$ cat src/hdl/vic_consts.vh
// Purpose: shared constants of the vectored interrupt controller
// Assumes: included by bare name from design files
// Notes:   definitions only
`ifndef VIC_CONSTS_VH
`define VIC_CONSTS_VH

// Wishbone register offsets (byte addresses)
`define VIC_OFS_FLAG     8'h00
`define VIC_OFS_ENABLE   8'h04
`define VIC_OFS_IRQMASK  8'h08
`define VIC_OFS_CTRL     8'h0C
`define VIC_OFS_PEND     8'h10
`define VIC_OFS_VECTOR   8'h14

// control register fields
`define VIC_CTRL_GIE     0
`define VIC_CTRL_LXT     1
`define VIC_CTRL_BKUP    2

// source count and vector widths
`define VIC_NSRC_FULL    18
`define VIC_NSRC_SMALL   13
`define VIC_VEC_W        10
`define VIC_VEC_RESET    10'h000
`define VIC_VEC_EXT      10'h003

// noise filter: eight system clocks
`define VIC_FILT_CLKS    8
`define VIC_FILT_CNT_W   4

`endif

$ cat src/hdl/vic_backup_store.v
// Purpose: one-context backup of working, status and pointer registers
// Assumes: save and restore never in the same cycle
// Notes:   read data registered; a new save overwrites the old
`timescale 1ns/1ps
`default_nettype none
module vic_backup_store #(
  parameter W = 8
) (
  input  wire         refClk,
  input  wire         rstN,
  input  wire         saveEn,
  input  wire [W-1:0] workIn,
  input  wire [W-1:0] statIn,
  input  wire [W-1:0] ptrIn,
  output reg  [W-1:0] workOut,
  output reg  [W-1:0] statOut,
  output reg  [W-1:0] ptrOut
);
  // single slot: a nested save replaces the held context
  always @(posedge refClk or negedge rstN) begin
    if (!rstN) begin
      workOut <= {W{1'b0}};
      statOut <= {W{1'b0}};
      ptrOut  <= {W{1'b0}};
    end else if (saveEn) begin
      workOut <= workIn; // [RQ12] [RQ13]
      statOut <= statIn;
      ptrOut  <= ptrIn;
    end
  end
endmodule
`default_nettype wire

$ cat src/hdl/vic_pin_filter.v
// Purpose: noise filter and falling-edge detector on the external pin
// Assumes: pin already synchronous to refClk
// Notes:   filter bypassed in low-frequency crystal mode
`timescale 1ns/1ps
`default_nettype none
`include "vic_consts.vh"
module vic_pin_filter (
  input  wire refClk,
  input  wire rstN,
  input  wire pinIn,
  input  wire lowFreqXtalMode,
  output reg  fallPulse
);
  reg                         stable_q;
  reg                         prev_q;
  reg [`VIC_FILT_CNT_W-1:0]   cnt_q;
  wire                        filtered;

  // level must differ for eight clocks before it is accepted
  always @(posedge refClk or negedge rstN) begin
    if (!rstN) begin
      stable_q <= 1'b1;
      cnt_q    <= {`VIC_FILT_CNT_W{1'b0}};
    end else if (pinIn == stable_q) begin
      cnt_q <= {`VIC_FILT_CNT_W{1'b0}};
    end else if (cnt_q == `VIC_FILT_CLKS - 1) begin
      stable_q <= pinIn; // [RQ9]
      cnt_q    <= {`VIC_FILT_CNT_W{1'b0}};
    end else begin
      cnt_q <= cnt_q + 1'b1;
    end
  end

  assign filtered = lowFreqXtalMode ? pinIn : stable_q; // [RQ10]

  // falling edge raises one pulse
  always @(posedge refClk or negedge rstN) begin
    if (!rstN) begin
      prev_q    <= 1'b1;
      fallPulse <= 1'b0;
    end else begin
      prev_q    <= filtered;
      fallPulse <= prev_q & ~filtered; // [RQ11]
    end
  end
endmodule
`default_nettype wire

$ cat src/hdl/vic_top.v
// Purpose: vectored interrupt controller for a small 8-bit core
// Assumes: core signals synchronous to refClk; Wishbone classic slave
// Notes:   source 0 is the external pin, source 1 the pin-change port
//          map: 00 flags (write one to clear), 04 enables, 08 irq mask,
//          0C control, 10 pending, 14 last vector taken
//          one backup slot only: a nested entry loses the outer context
//          the priority scan is a plain loop, cheap at eighteen inputs
//          outputs are all registered; irq trails the flags by a clock
// Behaviour
// [RQ1] The full build serves eighteen sources, each with fixed vector and priority.
// [RQ2] A reduced build serves thirteen sources with the same vectors.
// [RQ3] A source is taken only with global enable and its own enable set.
// [RQ4] An enabled request redirects the next fetch to its vector.
// [RQ5] Flags record each request and enable bits mask each source.
// [RQ6] Flags other than pin-change set whatever the enables.
// [RQ7] Software clears the serviced flag before leaving the routine.
// [RQ8] Return from service ends the routine and sets global enable.
// [RQ9] The external pin filter drops pulses shorter than eight clocks.
// [RQ10] Low-frequency crystal mode bypasses the noise filter.
// [RQ11] A falling pin edge raises the external request at its vector.
// [RQ12] Hardware saves working, status and pointer registers on entry.
// [RQ13] The backup holds one context, overwritten by a nested entry.
// [RQ14] Hardware restores the three registers when the routine ends.
// [RQ15] The lowest priority number among pending requests goes first.
// [RQ16] Vectoring clears the global enable.
//
// The Wishbone register port and the register offsets were decided locally.
`timescale 1ns/1ps
`default_nettype none
`include "vic_consts.vh"
module vic_top #(
  parameter FULL = 1,
  parameter W    = 8
) (
  input  wire                   ref_clk,
  input  wire                   rst_n,
  // wishbone classic slave
  input  wire                   wb_cyc_i,
  input  wire                   wb_stb_i,
  input  wire                   wb_we_i,
  input  wire [7:0]             wb_adr_i,
  input  wire [3:0]             wb_sel_i,
  input  wire [31:0]            wb_dat_i,
  output reg  [31:0]            wb_dat_o,
  output reg                    wb_ack_o,
  // event sources, one-cycle pulses; bits 0 and 1 unused (external pin, pin-change port)
  input  wire [17:0]            srcEvent,
  input  wire                   extPin,
  input  wire                   portPinChange,
  // core instruction interface
  input  wire                   globalIrqOnInstr,
  input  wire                   globalIrqOffInstr,
  input  wire                   returnFromServiceInstr,
  input  wire [W-1:0]           workingRegister,
  input  wire [W-1:0]           coreStatusRegister,
  input  wire [W-1:0]           indirectPointerRegister,
  output reg                    vectorTake,
  output reg  [`VIC_VEC_W-1:0]  vectorAddr,
  output reg                    restoreStrobe,
  output reg  [W-1:0]           restoreWorking,
  output reg  [W-1:0]           restoreStatus,
  output reg  [W-1:0]           restorePointer,
  output reg                    irq
);
  localparam N = `VIC_NSRC_FULL;
  // sources kept by the reduced build (no voltage, comparator one, bus)
  localparam [N-1:0] SMALL_SET = 18'h0_7FE7;

  // register state
  reg  [N-1:0]            flag_q;
  reg  [N-1:0]            enable_q;
  reg  [N-1:0]            irqMask_q;
  reg                     gie_q;
  reg                     lxt_q;
  reg                     inService_q;
  reg  [`VIC_VEC_W-1:0]   lastVec_q;
  reg                     restorePend_q;

  // combinational nets
  wire                    extFall;
  wire [N-1:0]            present;
  wire [N-1:0]            rawEvent;
  wire [N-1:0]            pend;
  wire [W-1:0]            bkWork;
  wire [W-1:0]            bkStat;
  wire [W-1:0]            bkPtr;
  wire                    wbReq;
  wire                    wbWr;
  wire [N-1:0]            clrMask;
  wire                    wrFlag;
  wire                    wrEnable;
  wire                    wrMask;
  wire                    wrCtrl;

  // priority scan result
  reg  [`VIC_VEC_W-1:0]   winVec;
  reg                     anyWin;
  integer                 i;

  // fixed vector per source, in priority order
  // the bus sources skip ahead to 036; reset stays at vector zero
  function [`VIC_VEC_W-1:0] vecOf;
    input integer k;
    begin
      case (k)
        0:       vecOf = `VIC_VEC_EXT;
        1:       vecOf = 10'h006;
        2:       vecOf = 10'h009;
        3:       vecOf = 10'h00C;
        4:       vecOf = 10'h00F;
        5:       vecOf = 10'h012;
        6:       vecOf = 10'h015;
        7:       vecOf = 10'h018;
        8:       vecOf = 10'h01B;
        9:       vecOf = 10'h01E;
        10:      vecOf = 10'h021;
        11:      vecOf = 10'h024;
        12:      vecOf = 10'h027;
        13:      vecOf = 10'h02A;
        14:      vecOf = 10'h02D;
        15:      vecOf = 10'h036;
        16:      vecOf = 10'h039;
        17:      vecOf = 10'h03F;
        default: vecOf = `VIC_VEC_RESET;
      endcase
    end
  endfunction

  // reduced build drops voltage detect, comparator one and bus sources;
  // absent sources read zero and can never be enabled or flagged
  assign present = (FULL != 0) ? {N{1'b1}} : SMALL_SET; // [RQ1] [RQ2]

  // external pin: noise filter, then falling-edge detect
  vic_pin_filter u_filter (
    .refClk          (ref_clk),
    .rstN            (rst_n),
    .pinIn           (extPin),
    .lowFreqXtalMode (lxt_q),
    .fallPulse       (extFall)
  );

  // context saved at the edge that ends the vector cycle
  vic_backup_store #(.W(W)) u_backup (
    .refClk  (ref_clk),
    .rstN    (rst_n),
    .saveEn  (vectorTake),
    .workIn  (workingRegister),
    .statIn  (coreStatusRegister),
    .ptrIn   (indirectPointerRegister),
    .workOut (bkWork),
    .statOut (bkStat),
    .ptrOut  (bkPtr)
  );

  // pin-change flag only sets while its enable is on
  assign rawEvent = {srcEvent[17:2],
                     portPinChange & enable_q[1],
                     extFall} & present; // [RQ6] [RQ11]

  // pending means flagged and enabled; the global enable gates the take
  assign pend = flag_q & enable_q & present; // [RQ3]

  // a request is taken once; the strobe still held during ack is ignored
  assign wbReq   = wb_cyc_i & wb_stb_i & ~wb_ack_o;
  assign wbWr    = wbReq & wb_we_i;
  // one write strobe per register; control honours byte lane zero only
  assign wrFlag   = wbWr && (wb_adr_i == `VIC_OFS_FLAG);
  assign wrEnable = wbWr && (wb_adr_i == `VIC_OFS_ENABLE);
  assign wrMask   = wbWr && (wb_adr_i == `VIC_OFS_IRQMASK);
  assign wrCtrl   = wbWr && (wb_adr_i == `VIC_OFS_CTRL) && wb_sel_i[0];
  assign clrMask  = wrFlag ? wb_dat_i[N-1:0] : {N{1'b0}};

  // fixed priority: lowest index wins; the scan runs downward so the
  // last hit, the lowest pending index, is the one that sticks
  always @* begin
    winVec = `VIC_VEC_RESET;
    anyWin = 1'b0;
    for (i = N - 1; i >= 0; i = i - 1) begin
      if (pend[i]) begin
        winVec = vecOf(i); // [RQ15]
        anyWin = 1'b1;
      end
    end
  end

  // sticky flags: set beats write-one clear
  // so an event landing with its own clear is never lost
  always @(posedge ref_clk or negedge rst_n) begin
    if (!rst_n) begin
      flag_q <= {N{1'b0}};
    end else begin
      flag_q <= (flag_q & ~clrMask) | rawEvent; // [RQ5] [RQ6] [RQ7]
    end
  end

  // global enable and vectoring; a take wins over any instruction in the
  // same cycle, so the routine always starts with the enable cleared
  always @(posedge ref_clk or negedge rst_n) begin
    if (!rst_n) begin
      gie_q       <= 1'b0;
      inService_q <= 1'b0;
      vectorTake  <= 1'b0;
      vectorAddr  <= `VIC_VEC_RESET;
      lastVec_q   <= `VIC_VEC_RESET;
    end else begin
      vectorTake <= 1'b0;
      if (gie_q && anyWin && !vectorTake) begin
        vectorTake  <= 1'b1; // [RQ4]
        vectorAddr  <= winVec;
        lastVec_q   <= winVec;
        gie_q       <= 1'b0; // [RQ16]
        inService_q <= 1'b1;
      end else if (returnFromServiceInstr) begin
        gie_q       <= 1'b1; // [RQ8]
        inService_q <= 1'b0;
      end else if (globalIrqOnInstr) begin
        gie_q <= 1'b1; // [RQ3]
      end else if (globalIrqOffInstr) begin
        gie_q <= 1'b0; // [RQ3]
      end else if (wrCtrl) begin
        gie_q <= wb_dat_i[`VIC_CTRL_GIE];
      end
    end
  end

  // restore the saved context on return
  // a return outside a routine has nothing saved and is ignored
  always @(posedge ref_clk or negedge rst_n) begin
    if (!rst_n) begin
      restorePend_q  <= 1'b0;
      restoreStrobe  <= 1'b0;
      restoreWorking <= {W{1'b0}};
      restoreStatus  <= {W{1'b0}};
      restorePointer <= {W{1'b0}};
    end else begin
      restorePend_q <= returnFromServiceInstr & inService_q;
      restoreStrobe <= restorePend_q; // [RQ14]
      if (restorePend_q) begin
        restoreWorking <= bkWork; // [RQ14]
        restoreStatus  <= bkStat;
        restorePointer <= bkPtr;
      end
    end
  end

  // enables, irq mask and mode bits
  // enable and mask only keep bits of sources that exist
  always @(posedge ref_clk or negedge rst_n) begin
    if (!rst_n) begin
      enable_q  <= {N{1'b0}};
      irqMask_q <= {N{1'b0}};
      lxt_q     <= 1'b0;
    end else begin
      if (wrEnable) begin
        enable_q <= wb_dat_i[N-1:0] & present; // [RQ5]
      end
      if (wrMask) begin
        irqMask_q <= wb_dat_i[N-1:0] & present;
      end
      // crystal mode is a software setting here, no clock sensing
      if (wrCtrl) begin
        lxt_q <= wb_dat_i[`VIC_CTRL_LXT]; // [RQ10]
      end
    end
  end

  // bus answer one cycle after the request; unmapped reads zero
  // data is cleared on idle cycles so a stale word never sits there
  always @(posedge ref_clk or negedge rst_n) begin
    if (!rst_n) begin
      wb_ack_o <= 1'b0;
      wb_dat_o <= 32'h0000_0000;
    end else begin
      wb_ack_o <= wbReq;
      wb_dat_o <= 32'h0000_0000;
      if (wbReq && !wb_we_i) begin
        case (wb_adr_i)
          `VIC_OFS_FLAG:    wb_dat_o <= {14'h0, flag_q};
          `VIC_OFS_ENABLE:  wb_dat_o <= {14'h0, enable_q};
          `VIC_OFS_IRQMASK: wb_dat_o <= {14'h0, irqMask_q};
          `VIC_OFS_CTRL:    wb_dat_o <= {29'h0, inService_q,
                                         lxt_q, gie_q};
          `VIC_OFS_PEND:    wb_dat_o <= {14'h0, pend};
          `VIC_OFS_VECTOR:  wb_dat_o <= {22'h0, lastVec_q};
          default:          wb_dat_o <= 32'h0000_0000;
        endcase
      end
    end
  end

  // level interrupt from unmasked sticky flags
  // registered, so it trails the flags by one clock
  always @(posedge ref_clk or negedge rst_n) begin
    if (!rst_n) begin
      irq <= 1'b0;
    end else begin
      irq <= |(flag_q & irqMask_q);
    end
  end
endmodule
`default_nettype wire

$ cat config.mk
export PLATFORM = sky130hd
export DESIGN_NAME = vic_top
export DESIGN_NICKNAME = d
export VERILOG_FILES = /design/src/hdl/vic_backup_store.v /design/src/hdl/vic_pin_filter.v /design/src/hdl/vic_top.v
export VERILOG_INCLUDE_DIRS = /design/src /design/src/hdl
export SDC_FILE = /design/constraint.sdc
export NUM_CORES = 1
export LEC_CHECK = 0
export BUFFER_PORTS_ARGS = -buffer_cell sky130_fd_sc_hd__clkbuf_2
export CAP_MARGIN = 25
export CORE_ASPECT_RATIO = 1.2
export CORE_UTILIZATION = 50
export CTS_CLUSTER_DIAMETER = 40
export DETAILED_ROUTE_END_ITERATION = 8
export PLACE_DENSITY = 0.73
export SYNTH_ARGS = -nofsm -noshare
export SYNTH_HDL_FRONTEND = slang
export SYNTH_SLANG_ARGS = --single-unit
export TNS_END_PERCENT = 10
$ cat constraint.sdc
create_clock -name ref_clk -period 2.6 [get_ports ref_clk]
set_input_delay 0.52 -clock ref_clk [delete_from_list [all_inputs] [get_ports ref_clk]]
set_output_delay 0.52 -clock ref_clk [all_outputs]
set_load 0.02 [all_outputs]
# Word level (Yosys, flattened, before mapping)
# Cells that the tools add are included.
# word_totals
word_cells	110
reg_bits	159
in_bits	96
# classes
mux	50
n_eq_ne	7
reduce_logical	15
n_addsub	1
bitwise_logic	14
# op_table
cell	n
$mux 10	17
$pmux 18 s6	1
$and 18x18->18	3
$mux 18	2
$mux 1	27
$not 18->18	1
$or 18x18->18	1
$reduce_or 18->1	1
$eq 8x4->1 const B	2
$eq 8x5->1 const B	2
$eq 8x3->1 const B	1
$logic_and 1x1->1	8
$logic_not 8->1	1
$mux 4	2
$and 1x1->1	6
$mux 6	1
$reduce_bool 5->1	1
$add 4x1->4 const B	1
$eq 4x3->1 const B	1
$not 1->1	3
$logic_not 1->1	2
$reduce_and 2->1	1
$reduce_bool 2->1	1
$eq 1x1->1	1

# Logic depth before layout (Yosys ltp)
# Gate-level depths: netlist of run 1.
# logic_depth
depth_word	22
ltp_mapped	9

# Cells and area by module
# A second synthesis of run 1 with hierarchy kept.
# unflattened
cells_unflattened	513
hier_area_um2	6525.0
# modules_own_cells
mod	instances	area_each_um2	cells_per_inst	seq_area_each_um2
vic_top	1	5227.5	440	2752.6
vic_backup_store	1	997.2	51	600.6
vic_pin_filter	1	300.3	22	177.7

# Worst setup path before layout of run 1
# No wires, ideal clock.
# synth_path
path_type	input -> register
start	input wb_adr_i[1]
end	register irqMask_q[17]
slack_ns	0.135
t_arrival_ns	2.340
setup_ns	0.125
path_buffers	4
path_stages	9
t_required_ns	2.475
cell_sequence	or4_1 -> buf_2 -> nor2_4 -> and3_1 -> buf_2 -> and3_1 -> buf_4 -> buf_6 -> mux2_2
# synth_between
elab_chain_len	2
# synth_rtl
element	line_no	text
start, declared	vic_top.v:41	input wire [7:0] wb_adr_i,
$eq 8x4->1	--	
$logic_and 1x1->1	vic_top.v:169	assign wrMask = wbWr && (wb_adr_i == `VIC_OFS_IRQMASK);
end signal, assigned	vic_top.v:251	irqMask_q <= {N{1'b0}};
end signal, assigned	vic_top.v:258	irqMask_q <= wb_dat_i[N-1:0] & present;
end, declared	vic_top.v:72	reg [N-1:0] irqMask_q;
# No other way between the ends.
# A chain may end at the register's enable or synchronous reset.

# Worst setup path after layout of run 1
# layout_path
start	register flag_q[4]
end	register lastVec_q[5]
# layout_between
elab_chain_len	8
elab_cells_between_ends	13
cone_classes	10 x mux; 1 x bitwise; 2 x reduce/logical
# layout_rtl
element	line_no	text
start, declared	vic_top.v:70	reg [N-1:0] flag_q;
start signal, assigned	vic_top.v:190	flag_q <= {N{1'b0}};
start signal, assigned	vic_top.v:192	flag_q <= (flag_q & ~clrMask) | rawEvent;
$and 18x18->18 (*)	vic_top.v:161	assign pend = flag_q & enable_q & present;
$mux 1 (5 in a row)	vic_top.v:179	if (pend[i]) begin
$logic_and 1x1->1 (2 in a row)	vic_top.v:207	if (gie_q && anyWin && !vectorTake) begin
end signal, assigned	vic_top.v:204	lastVec_q <= `VIC_VEC_RESET;
end signal, assigned	vic_top.v:210	lastVec_q <= winVec;
end, declared	vic_top.v:76	reg [`VIC_VEC_W-1:0] lastVec_q;
# Every way passes the cells marked *; elsewhere a longest branch is shown, timed or not.

==> flow_metrics.env, run 1 <==
export IMPL_grt_max_degree=71
export IMPL_most_frequent_standard_cell_in_the_layout_excluding_fill_and_tap_cells="sky130_fd_sc_hd__dfrtp_1"
export IMPL_multi_input_area_um2=2600
export IMPL_grt_first_pass_wirelength_um=24600
export IMPL_firstDrtPassIters=7
export IMPL_placementRows=44
export IMPL_startpoint_kind_of_the_worst_setup_timing_path="flop"
export IMPL_cts_inserted_buffers=17
export IMPL_antenna_left=0
export IMPL_layout_cells_most_common_list="sky130_fd_sc_hd__dfrtp_1, sky130_fd_sc_hd__clkbuf_2, sky130_fd_sc_hd__mux2_2, sky130_fd_sc_hd__nand2_1"
export IMPL_maxClockFrequency_ghz=0.473
export IMPL_core_area_um2=12200
export IMPL_min_period_over_period=0.813
export IMPL_register_to_register_setup_slack_ps=490
export IMPL_htreeDepth=4
export IMPL_critical_path_endpoint_type="flop"
export IMPL_place_detailed_hpwl_um=10900
export IMPL_holdWs_ps=106
export IMPL_die_height_um=125
export IMPL_clock_skew_ps=5.74
export IMPL_post_syn_area_per_cell_um2=12.5
export IMPL_peakVddDrop_uv=453
export IMPL_fillers=979
export IMPL_detail_route_wl_per_cell_um=18.7
export IMPL_die_width_um=105
export IMPL_cts_tree="done"
export IMPL_power_leakage_nw=3.67
export IMPL_netlist_top_cell_by_area="sky130_fd_sc_hd__dfrtp_1"
export IMPL_sequential_element_share_of_the_synthesized_area=0.557
export IMPL_hold_class="in2async"
export IMPL_post_drt_via_cell_ratio=5.83
export IMPL_start_util=0.518
export IMPL_place_gp_congestion=0.958
export IMPL_io_pins=166
export IMPL_vias=4787
export IMPL_postCtsHoldBufs=0
export IMPL_post_cts_setup_buffer_count=0
export IMPL_synth_top_cell_area_share=0.549
export IMPL_power_per_cell_area_nw_per_um2=842
export IMPL_timing_final_hold_violations=0
export IMPL_slew_headroom=0.582
export IMPL_arrival_ps=2410
export IMPL_worst_path_clk_slew_ps=60
export IMPL_vias_in_the_first_global_route=4842
export IMPL_layout_area_overhead_vs_synth_pct=21.8
export IMPL_grt_ovfl_total=0
export IMPL_cap_violations=0
export IMPL_finalSetupViolCount=0
export IMPL_synth_edff_count=0
export IMPL_timing_worst_setup_path_type="reg2reg"
export IMPL_final_setup_tns_ps=0
export IMPL_slew_violations=0
export IMPL_clkLatencyLatePin_ps=410
export IMPL_synthDistinctLibCells=53
export IMPL_seqCellArea_um2=3530
export IMPL_drtIter0Drc=389
export IMPL_drc_errors=0
export IMPL_postSynth_topFlopCell="sky130_fd_sc_hd__dfrtp_1"
export IMPL_worst_ep_required_time_ps=2890
export IMPL_number_of_buffers_between_clock_root_and_the_deepest_sink=2
export IMPL_final_layout_size_suffix_gt1_frac=0.405
export IMPL_yosys_register_bits=141
export IMPL_cts_num_sinks=141
export IMPL_synth_warnings=0
export IMPL_die_area_um2=13100
export IMPL_post_cts_resized_instances=0
export IMPL_rr_worst_depth=6
export IMPL_grt_setup_unrepaired="no"
export IMPL_clock_root_buffer="sky130_fd_sc_hd__clkbuf_16"
export IMPL_grt_antenna_before_repair=0
export IMPL_post_synth_inst_count=507
export IMPL_fin_nets=744
export IMPL_regToRegEndpoint="lastVec_q[5]$_DFFE_PN0P_"
export IMPL_netlist_area_um2=6330
export IMPL_netlist_top_cells_area="sky130_fd_sc_hd__dfrtp_1, sky130_fd_sc_hd__mux2_2, sky130_fd_sc_hd__nand2_1, sky130_fd_sc_hd__a21o_1, sky130_fd_sc_hd__a22oi_1"
export IMPL_regToRegStartpoint="flag_q[4]$_DFF_PN0_"
export IMPL_period_needed_ps=2110
export IMPL_synthArstFlopShare=1.00
export IMPL_place_port_buffers=128
export IMPL_max_slew_worst_pin_slew_ps=626
export IMPL_highest_fanout_seen_on_the_critical_path=12
export IMPL_grt_util_all_layers=0.242
export IMPL_number_of_antenna_cells_inserted=0
export IMPL_wirelength_um=15300
export IMPL_status="finished clean"
==> metrics by stage <==
stage                     setup slack [ps]  instances  power, mW   util  cell area, um^2
final                                  485        821       6.50  0.631             7720
after global routing                   372        821       6.81  0.631             7720
after CTS                              515        821       6.58  0.631             7720
after detailed placement               110        789       4.34  0.587             7170
after global placement                 146        789       4.25  0.587             7170
after floorplan                        135        524       3.82      -             6400
==> power by group <==
| part | switching [mW] | internal, mW |
|---|---|---|
| Combinational | 0.713 | 0.625 |
| Clock | 0.907 | 1.31 |
| Sequential | 0.274 | 2.67 |
==> cells by family (layout without fill, tap and decap cells) <==
| family | count (synthesis) | count (layout) | synth area share |
|---|---|---|---|
| mux | 92 | 92 | 0.169 |
| compound gates | 124 | 124 | 0.146 |
| other cells | 1 | 18 | 0.000592 |
| buf+inv | 47 | 183 | 0.0419 |
| flops | 141 | 141 | 0.557 |
| simple gates | 99 | 99 | 0.0806 |
| fa+ha+maj | 1 | 1 | 0.00197 |
| xor+xnor | 2 | 2 | 0.00277 |
==> cell usage after synthesis (3+ instances only) <==
| library cell | n |
|---|---|
| sky130_fd_sc_hd__a21o_1 | 22 |
| sky130_fd_sc_hd__a21oi_1 | 19 |
| sky130_fd_sc_hd__a221oi_1 | 6 |
| sky130_fd_sc_hd__a222oi_1 | 7 |
| sky130_fd_sc_hd__a22o_1 | 12 |
| sky130_fd_sc_hd__a22oi_1 | 22 |
| sky130_fd_sc_hd__a31oi_1 | 3 |
| sky130_fd_sc_hd__and3_1 | 3 |
| sky130_fd_sc_hd__buf_4 | 19 |
| sky130_fd_sc_hd__clkbuf_1 | 17 |
| sky130_fd_sc_hd__dfrtp_1 | 139 |
| sky130_fd_sc_hd__inv_1 | 6 |
| sky130_fd_sc_hd__mux2_1 | 8 |
| sky130_fd_sc_hd__mux2_2 | 72 |
| sky130_fd_sc_hd__mux2_4 | 10 |
| sky130_fd_sc_hd__nand2_1 | 47 |
| sky130_fd_sc_hd__nand2b_1 | 4 |
| sky130_fd_sc_hd__nand3_1 | 6 |
| sky130_fd_sc_hd__nand3b_1 | 3 |
| sky130_fd_sc_hd__nand4_1 | 3 |
| sky130_fd_sc_hd__nor2_1 | 12 |
| sky130_fd_sc_hd__nor3_1 | 5 |
| sky130_fd_sc_hd__o2111ai_1 | 13 |
| sky130_fd_sc_hd__o21ai_0 | 9 |
==> worst max-delay path, cell delays in order, from the launching register on <==
cell and delay [ps]:
sky130_fd_sc_hd__dfrtp_1 470, sky130_fd_sc_hd__a222oi_1 580, sky130_fd_sc_hd__nand4_1 200, sky130_fd_sc_hd__o31ai_1 270, sky130_fd_sc_hd__buf_4 230, sky130_fd_sc_hd__inv_1 120, sky130_fd_sc_hd__a2bb2oi_1 140
==> final cells by class <==
cell class	count	share of cell area
timing repair buffer	145	0.105
clock inverter	15	0.0159
sequential	141	0.458
clock buffer	17	0.0551
multi-input combinational	336	0.337
inverter	6	0.00292
tap	161	0.0261
==> state kept, by name, summed over array words and instances (netlist names), 4 cells and up <==
register	cells
flag_q	18
u_backup.ptrOut	8
lastVec_q	6
restorePointer	8
restoreStatus	8
u_backup.workOut	8
wb_dat_o	18
u_backup.statOut	8
enable_q	18
restoreWorking	8
irqMask_q	18
u_filter.cnt_q	4
==> worst max-delay path by stage <==
stage / startpoint / end / slack, ps
2_1_floorplan: wb_adr_i[1] / irqMask_q[17]$_DFFE_PN0P_ / 140
3_3_place_gp: wb_adr_i[1] / irqMask_q[9]$_DFFE_PN0P_ / 150
3_5_place_dp: wb_adr_i[1] / irqMask_q[11]$_DFFE_PN0P_ / 110
4_1_cts: flag_q[4]$_DFF_PN0_ / lastVec_q[5]$_DFFE_PN0P_ / 510
5_1_grt: flag_q[4]$_DFF_PN0_ / lastVec_q[5]$_DFFE_PN0P_ / 370
6_report: flag_q[4]$_DFF_PN0_ / lastVec_q[5]$_DFFE_PN0P_ / 490
==> routing by layer <==
layer / vias to the layer above / track usage / routed length (um)
met5: - / 0 / 0
met4: 0 / 0.122 / 622
met3: 47 / 0.0506 / 867
met2: 217 / 0.407 / 7640
met1: 2372 / 0.295 / 6190
li1: 2151 / - / -
Note: power is estimated with default switching activity, not from simulation.
==> run 2: changes to the inputs <==
==> constraint.sdc (replaced) <==
create_clock -name ref_clk -period 2 [get_ports ref_clk]
set_input_delay 0.4 -clock ref_clk [delete_from_list [all_inputs] [get_ports ref_clk]]
set_output_delay 0.4 -clock ref_clk [all_outputs]
set_load 0.02 [all_outputs]
==> flow_metrics.env, run 2 (synthesized netlist as in run 1, its figures left out) <==
export IMPL_most_frequent_standard_cell_in_the_layout_excluding_fill_and_tap_cells="sky130_fd_sc_hd__dfrtp_1"
export IMPL_clkLatencyLatePin_ps=420
export IMPL_cts_num_sinks=141
export IMPL_vias_in_the_first_global_route=5039
export IMPL_worst_ep_required_time_ps=2280
export IMPL_place_port_buffers=128
export IMPL_grt_antenna_before_repair=0
export IMPL_layout_area_overhead_vs_synth_pct=30.9
export IMPL_die_area_um2=13100
export IMPL_grt_max_degree=52
export IMPL_place_gp_congestion=1.04
export IMPL_post_drt_via_cell_ratio=5.75
export IMPL_critical_path_endpoint_type="flop"
export IMPL_startpoint_kind_of_the_worst_setup_timing_path="flop"
export IMPL_drtIter0Drc=444
export IMPL_min_period_over_period=0.987
export IMPL_die_width_um=105
export IMPL_timing_critical_path_slowest_cell_delay_ps=400
export IMPL_detail_route_wl_per_cell_um=18.8
export IMPL_highest_fanout_seen_on_the_critical_path=3
export IMPL_crit_path_cell_trace="a222oi_1, buf_4, nand4_1, o31ai_4, buf_4, inv_1, a2bb2oi_1"
export IMPL_wirelength_um=16500
export IMPL_core_area_um2=12200
export IMPL_final_instance_count_excl_fill=874
export IMPL_startpoint_of_the_most_critical_hold_path="srcEvent[11]"
export IMPL_timing_final_hold_violations=0
export IMPL_worst_hold_endpoint="flag_q[11]$_DFF_PN0_"
export IMPL_register_to_register_setup_slack_ps=30
export IMPL_cap_violations=0
export IMPL_htreeDepth=4
export IMPL_place_area_um2=7570
export IMPL_maxClockFrequency_ghz=0.507
export IMPL_path_common_cell="sky130_fd_sc_hd__buf_4"
export IMPL_clock_root_buffer="sky130_fd_sc_hd__clkbuf_16"
export IMPL_power_per_cell_area_nw_per_um2=1090
export IMPL_drc_errors=0
export IMPL_grt_util_all_layers=0.260
export IMPL_power_leakage_nw=3.96
export IMPL_arrival_ps=2260
export IMPL_die_height_um=125
export IMPL_number_of_antenna_cells_inserted=0
export IMPL_hold_class="in2reg"
export IMPL_slew_violations=0
export IMPL_vias=5026
export IMPL_finalInstanceArea_um2=8290
export IMPL_grt_ovfl_total=0
export IMPL_fillers=927
export IMPL_number_of_buffers_between_clock_root_and_the_deepest_sink=2
export IMPL_regToRegEndpoint="lastVec_q[5]$_DFFE_PN0P_"
export IMPL_io_pins=166
export IMPL_placedCellCount=834
export IMPL_timing_worst_setup_path_type="reg2reg"
export IMPL_min_delay_path_depth=2
export IMPL_fin_nets=797
export IMPL_critPathSlowestCell="sky130_fd_sc_hd__dfrtp_1"
export IMPL_clock_skew_ps=8.39
export IMPL_preCtsSetupSlack_ps=-242
export IMPL_rr_worst_depth=7
export IMPL_final_setup_tns_ps=0
export IMPL_antenna_left=0
export IMPL_peakVddDrop_uv=655
export IMPL_grt_setup_unrepaired="yes"
export IMPL_status="finished clean"
export IMPL_final_layout_size_suffix_gt1_frac=0.463
export IMPL_cts_inserted_buffers=17
export IMPL_finalSetupViolCount=0
export IMPL_worst_path_clk_slew_ps=70
export IMPL_firstDrtPassIters=8
export IMPL_start_util=0.518
export IMPL_cts_tree="done"
export IMPL_worst_slack_ps=26.5
export IMPL_p_total_mw=9.06
export IMPL_layout_cells_most_common_list="sky130_fd_sc_hd__dfrtp_1, sky130_fd_sc_hd__clkbuf_2, sky130_fd_sc_hd__mux2_2, sky130_fd_sc_hd__buf_4, sky130_fd_sc_hd__nand2_1"
export IMPL_regToRegStartpoint="flag_q[4]$_DFF_PN0_"
export IMPL_placementRows=44
export IMPL_place_detailed_hpwl_um=11700
export IMPL_grt_first_pass_wirelength_um=26300
export IMPL_period_needed_ps=1970
run 2: cell types whose count changed in the layout (fill, tap and decap cells not counted), sizes merged:
cell and change:
buf +52, clkinv -6, bufinv +3, inv +2
clkbuf +1, dlygate4sd3 +1
run 2: routing by layer:
layer	share of wire	track usage	vias to the layer above
met5	0	0	-
met1	0.41	0.324	2503
met3	0.055	0.0532	47
met4	0.034	0.114	0
li1	-	-	2246
met2	0.50	0.439	230
run 2: per-stage QoR:
step                       util  hold WS (ps)
after global placement    0.619           341
after floorplan               -           104
after global routing      0.678           148
after CTS                 0.674           149
final                     0.678           153
after detailed placement  0.619           349
run 2: repair_timing:
item,in CTS,in global routing
hold endpoints to repair,38,0
hold buffers,1,0
pin swaps,2,5
setup buffers,2,5
gates resized for setup,1,2
endpoints found under the setup margin,1,7
run 2: where the power goes:
| group | switching, mW | total (mW) | internal, mW |
|---|---|---|---|
| Combinational | 0.971 | 1.83 | 0.856 |
| Clock | 1.27 | 3.42 | 2.15 |
| Sequential | 0.341 | 3.82 | 3.48 |
run 2: layout make-up:
class,count,area (um^2),share of cell area
clock buffers,18,439,0.0530
clock inverters,14,206,0.0249
inverters,6,22.5,0.00272
multi-input cells,336,2660,0.321
flip-flops and latches,141,3530,0.426
well taps,161,201,0.0243
repair buffers,198,1230,0.148
run 2: critical path: cells and delay by family (launching register included):
family	cells	cell delay [ps]
flops	1	400
buf+inv	3	440
simple gates	1	160
compound gates	3	840
run 2: worst max-delay path by stage:
stage                               from                        end  slack (ps)  depth (start not counted)
global placement             wb_adr_i[1]   irqMask_q[9]$_DFFE_PN0P_        -210                          7
global route         flag_q[4]$_DFF_PN0_   lastVec_q[0]$_DFFE_PN0P_         -50                          8
CTS                 flag_q[12]$_DFF_PN0_   lastVec_q[4]$_DFFE_PN0P_           2                          7
floorplan                    wb_adr_i[1]   irqMask_q[0]$_DFFE_PN0P_        -320                          9
detailed placement           wb_adr_i[1]  irqMask_q[10]$_DFFE_PN0P_        -240                          7
finish               flag_q[4]$_DFF_PN0_   lastVec_q[5]$_DFFE_PN0P_          30                          7
==> run 3: changes to the inputs <==
--- a/config.mk
+++ b/config.mk
@@ -6,6 +6,7 @@
 export SDC_FILE = /design/constraint.sdc
 export NUM_CORES = 1
 export LEC_CHECK = 0
+export ABC_AREA = 1
 export BUFFER_PORTS_ARGS = -buffer_cell sky130_fd_sc_hd__clkbuf_2
 export CAP_MARGIN = 25
 export CORE_ASPECT_RATIO = 1.2
==> flow_metrics.env, run 3 <==
export IMPL_arrival_ps=1410
export IMPL_timing_final_hold_violations=0
export IMPL_core_area_um2=12100
export IMPL_drtIter0Drc=459
export IMPL_clkLatencyLatePin_ps=410
export IMPL_yosys_area_share_xor_xnor=0.00421
export IMPL_preCtsSetupSlack_ps=50.6
export IMPL_synth_simple_gate_area_share=0.177
export IMPL_antenna_left=0
export IMPL_post_syn_area_per_cell_um2=8.84
export IMPL_io_pins=166
export IMPL_p_total_mw=8.98
export IMPL_finalSetupViolCount=0
export IMPL_hold_class="in2reg"
export IMPL_synthDistinctLibCells=41
export IMPL_place_port_buffers=128
export IMPL_peakVddDrop_uv=607
export IMPL_clock_root_buffer="sky130_fd_sc_hd__clkbuf_16"
export IMPL_most_frequent_standard_cell_in_the_layout_excluding_fill_and_tap_cells="sky130_fd_sc_hd__nand2_1"
export IMPL_highest_fanout_seen_on_the_critical_path=49
export IMPL_die_height_um=124
export IMPL_status="finished clean"
export IMPL_place_gp_congestion=0.930
export IMPL_place_detailed_hpwl_um=10800
export IMPL_place_area_um2=7090
export IMPL_timing_worst_setup_path_type="reg2out"
export IMPL_grt_util_all_layers=0.247
export IMPL_synth_area_mux_share=0
export IMPL_register_to_register_setup_slack_ps=220
export IMPL_post_synth_fa_ha_maj_area_fraction=0.00200
export IMPL_die_width_um=104
export IMPL_cts_tree="done"
export IMPL_max_slew_worst_pin_slew_ps=689
export IMPL_synth_most_common_cell="sky130_fd_sc_hd__nand2_1"
export IMPL_synth_warnings=0
export IMPL_worst_path_clk_slew_ps=60
export IMPL_netlist_area_um2=6240
export IMPL_fin_nets=949
export IMPL_post_drt_via_cell_ratio=5.22
export IMPL_firstDrtPassIters=7
export IMPL_cts_inserted_buffers=17
export IMPL_yosys_register_bits=141
export IMPL_wirelength_um=15000
export IMPL_min_period_over_period=0.907
export IMPL_cap_violations=0
export IMPL_final_layout_size_suffix_gt1_frac=0.231
export IMPL_grt_ovfl_total=0
export IMPL_final_setup_tns_ps=0
export IMPL_core_utilization_of_the_finished_layout=0.642
export IMPL_critical_path_endpoint_type="primary output"
export IMPL_grt_first_pass_wirelength_um=25100
export IMPL_slew_violations=0
export IMPL_grt_max_degree=50
export IMPL_clock_skew_ps=5.98
export IMPL_netlist_top_cells_area="sky130_fd_sc_hd__dfrtp_1, sky130_fd_sc_hd__nand2_1, sky130_fd_sc_hd__o21ai_0, sky130_fd_sc_hd__inv_1, sky130_fd_sc_hd__a21oi_1"
export IMPL_vias_in_the_first_global_route=5315
export IMPL_placementRows=44
export IMPL_post_synth_inst_count=706
export IMPL_die_area_um2=12900
export IMPL_power_leakage_nw=3.94
export IMPL_synth_top_family_by_area="simple AND/OR/NAND/NOR gates"
export IMPL_sequential_element_share_of_the_synthesized_area=0.566
export IMPL_htreeDepth=4
export IMPL_grt_setup_unrepaired="no"
export IMPL_maxClockFrequency_ghz=0.551
export IMPL_startpoint_kind_of_the_worst_setup_timing_path="flop"
export IMPL_cts_num_sinks=141
export IMPL_worst_ep_required_time_ps=1600
export IMPL_fillers=1026
export IMPL_layout_cells_most_common_list="sky130_fd_sc_hd__nand2_1, sky130_fd_sc_hd__dfrtp_1, sky130_fd_sc_hd__clkbuf_2, sky130_fd_sc_hd__o21ai_0, sky130_fd_sc_hd__inv_1"
export IMPL_worst_slack_ps=186
export IMPL_layout_area_overhead_vs_synth_pct=24.5
export IMPL_grt_antenna_before_repair=0
export IMPL_post_cts_setup_buffer_count=0
export IMPL_power_per_cell_area_nw_per_um2=1160
export IMPL_postSynth_topFlopCell="sky130_fd_sc_hd__dfrtp_1"
export IMPL_vias=5352
export IMPL_synth_edff_count=0
export IMPL_number_of_antenna_cells_inserted=0
export IMPL_synthArstFlopShare=1.00
export IMPL_period_needed_ps=1810
export IMPL_finalInstanceArea_um2=7770
export IMPL_synth_top_cell_area_share=0.557
export IMPL_number_of_buffers_between_clock_root_and_the_deepest_sink=2
export IMPL_detail_route_wl_per_cell_um=14.6
export IMPL_slew_headroom=0.541
export IMPL_start_util=0.515
export IMPL_netlist_top_cell_by_area="sky130_fd_sc_hd__dfrtp_1"
export IMPL_synth_cells_most_frequent="sky130_fd_sc_hd__nand2_1, sky130_fd_sc_hd__dfrtp_1, sky130_fd_sc_hd__o21ai_0, sky130_fd_sc_hd__inv_1, sky130_fd_sc_hd__nor2_1"
export IMPL_synth_compound_area_frac=0.157
export IMPL_drc_errors=0
## run 3: cell types whose count changed in the layout (fill, tap and decap cells not counted), sizes merged, moves of 11 or more
cell	previous run	this run
a21o	22	0
a21oi	19	40
a22o	12	1
a22oi	22	1
buf	70	22
inv	10	94
mux2	90	0
nand2	47	182
nor2	13	52
o2111ai	13	0
o21ai	9	93
## run 3: power breakdown
part	internal [mW]	switching, mW
logic	0.564	1.15
registers	3.44	0.280
clock network	2.28	1.26
## run 3: logic make-up (layout without fill, tap and decap cells)
group | count (synthesis) | count (layout)
flip-flops | 141 | 141
AND/OR/NAND/NOR | 261 | 261
buffers and inverters | 127 | 269
other | 1 | 18
adder cells (fa/ha/maj) | 1 | 1
AO/OA/AOI/OAI | 172 | 172
XOR/XNOR | 3 | 3
## run 3: layer usage
metal	GRT usage	vias to the layer above	share of wire
li1	-	2559	-
met1	0.296	2527	0.41
met3	0.0502	33	0.060
met5	0	-	0
met4	0.115	0	0.029
met2	0.425	233	0.50
## run 3: layout make-up
| cell class | instances | area (um^2) | area share |
|---|---|---|---|
| Clock buffer | 18 | 439 | 0.0565 |
| Clock inverter | 14 | 229 | 0.0295 |
| Inverter | 87 | 327 | 0.0420 |
| Multi-Input combinational cell | 455 | 2190 | 0.282 |
| Sequential cell | 141 | 3530 | 0.454 |
| Tap cell | 161 | 201 | 0.0259 |
| Timing Repair Buffer | 150 | 852 | 0.110 |
## run 3: timing repair
action,CTS,global route
endpoints found under the hold margin,43,0
hold buffers,1,0
resized for setup,0,0
## run 3: metrics by stage
step	hold slack (ps)	std cells
floorplan	104	723
global placement	361	993
detailed placement	364	993
CTS	154	1026
global route	165	1026
finish	164	1026
## run 3: worst paths after layout
check                                        startpoint                         endpoint  cells after the start
max in group asynchronous                         rst_n          enable_q[1]$_DFFE_PN0P_                      3
min in group asynchronous                         rst_n  u_backup.statOut[5]$_DFFE_PN0P_                      2
max reg2reg                          wb_ack_o$_DFF_PN0_                gie_q$_DFFE_PN0P_                      7
max                                vectorTake$_DFF_PN0_                       vectorTake                      2
min reg2reg                u_filter.fallPulse$_DFF_PN0_              flag_q[0]$_DFF_PN0_                      2
min                                        srcEvent[11]             flag_q[11]$_DFF_PN0_                      3
## run 3: critical path: stages (launching register included)
cell and delay, ps:
sky130_fd_sc_hd__dfrtp_1 350, sky130_fd_sc_hd__buf_4 390, sky130_fd_sc_hd__clkbuf_2 250
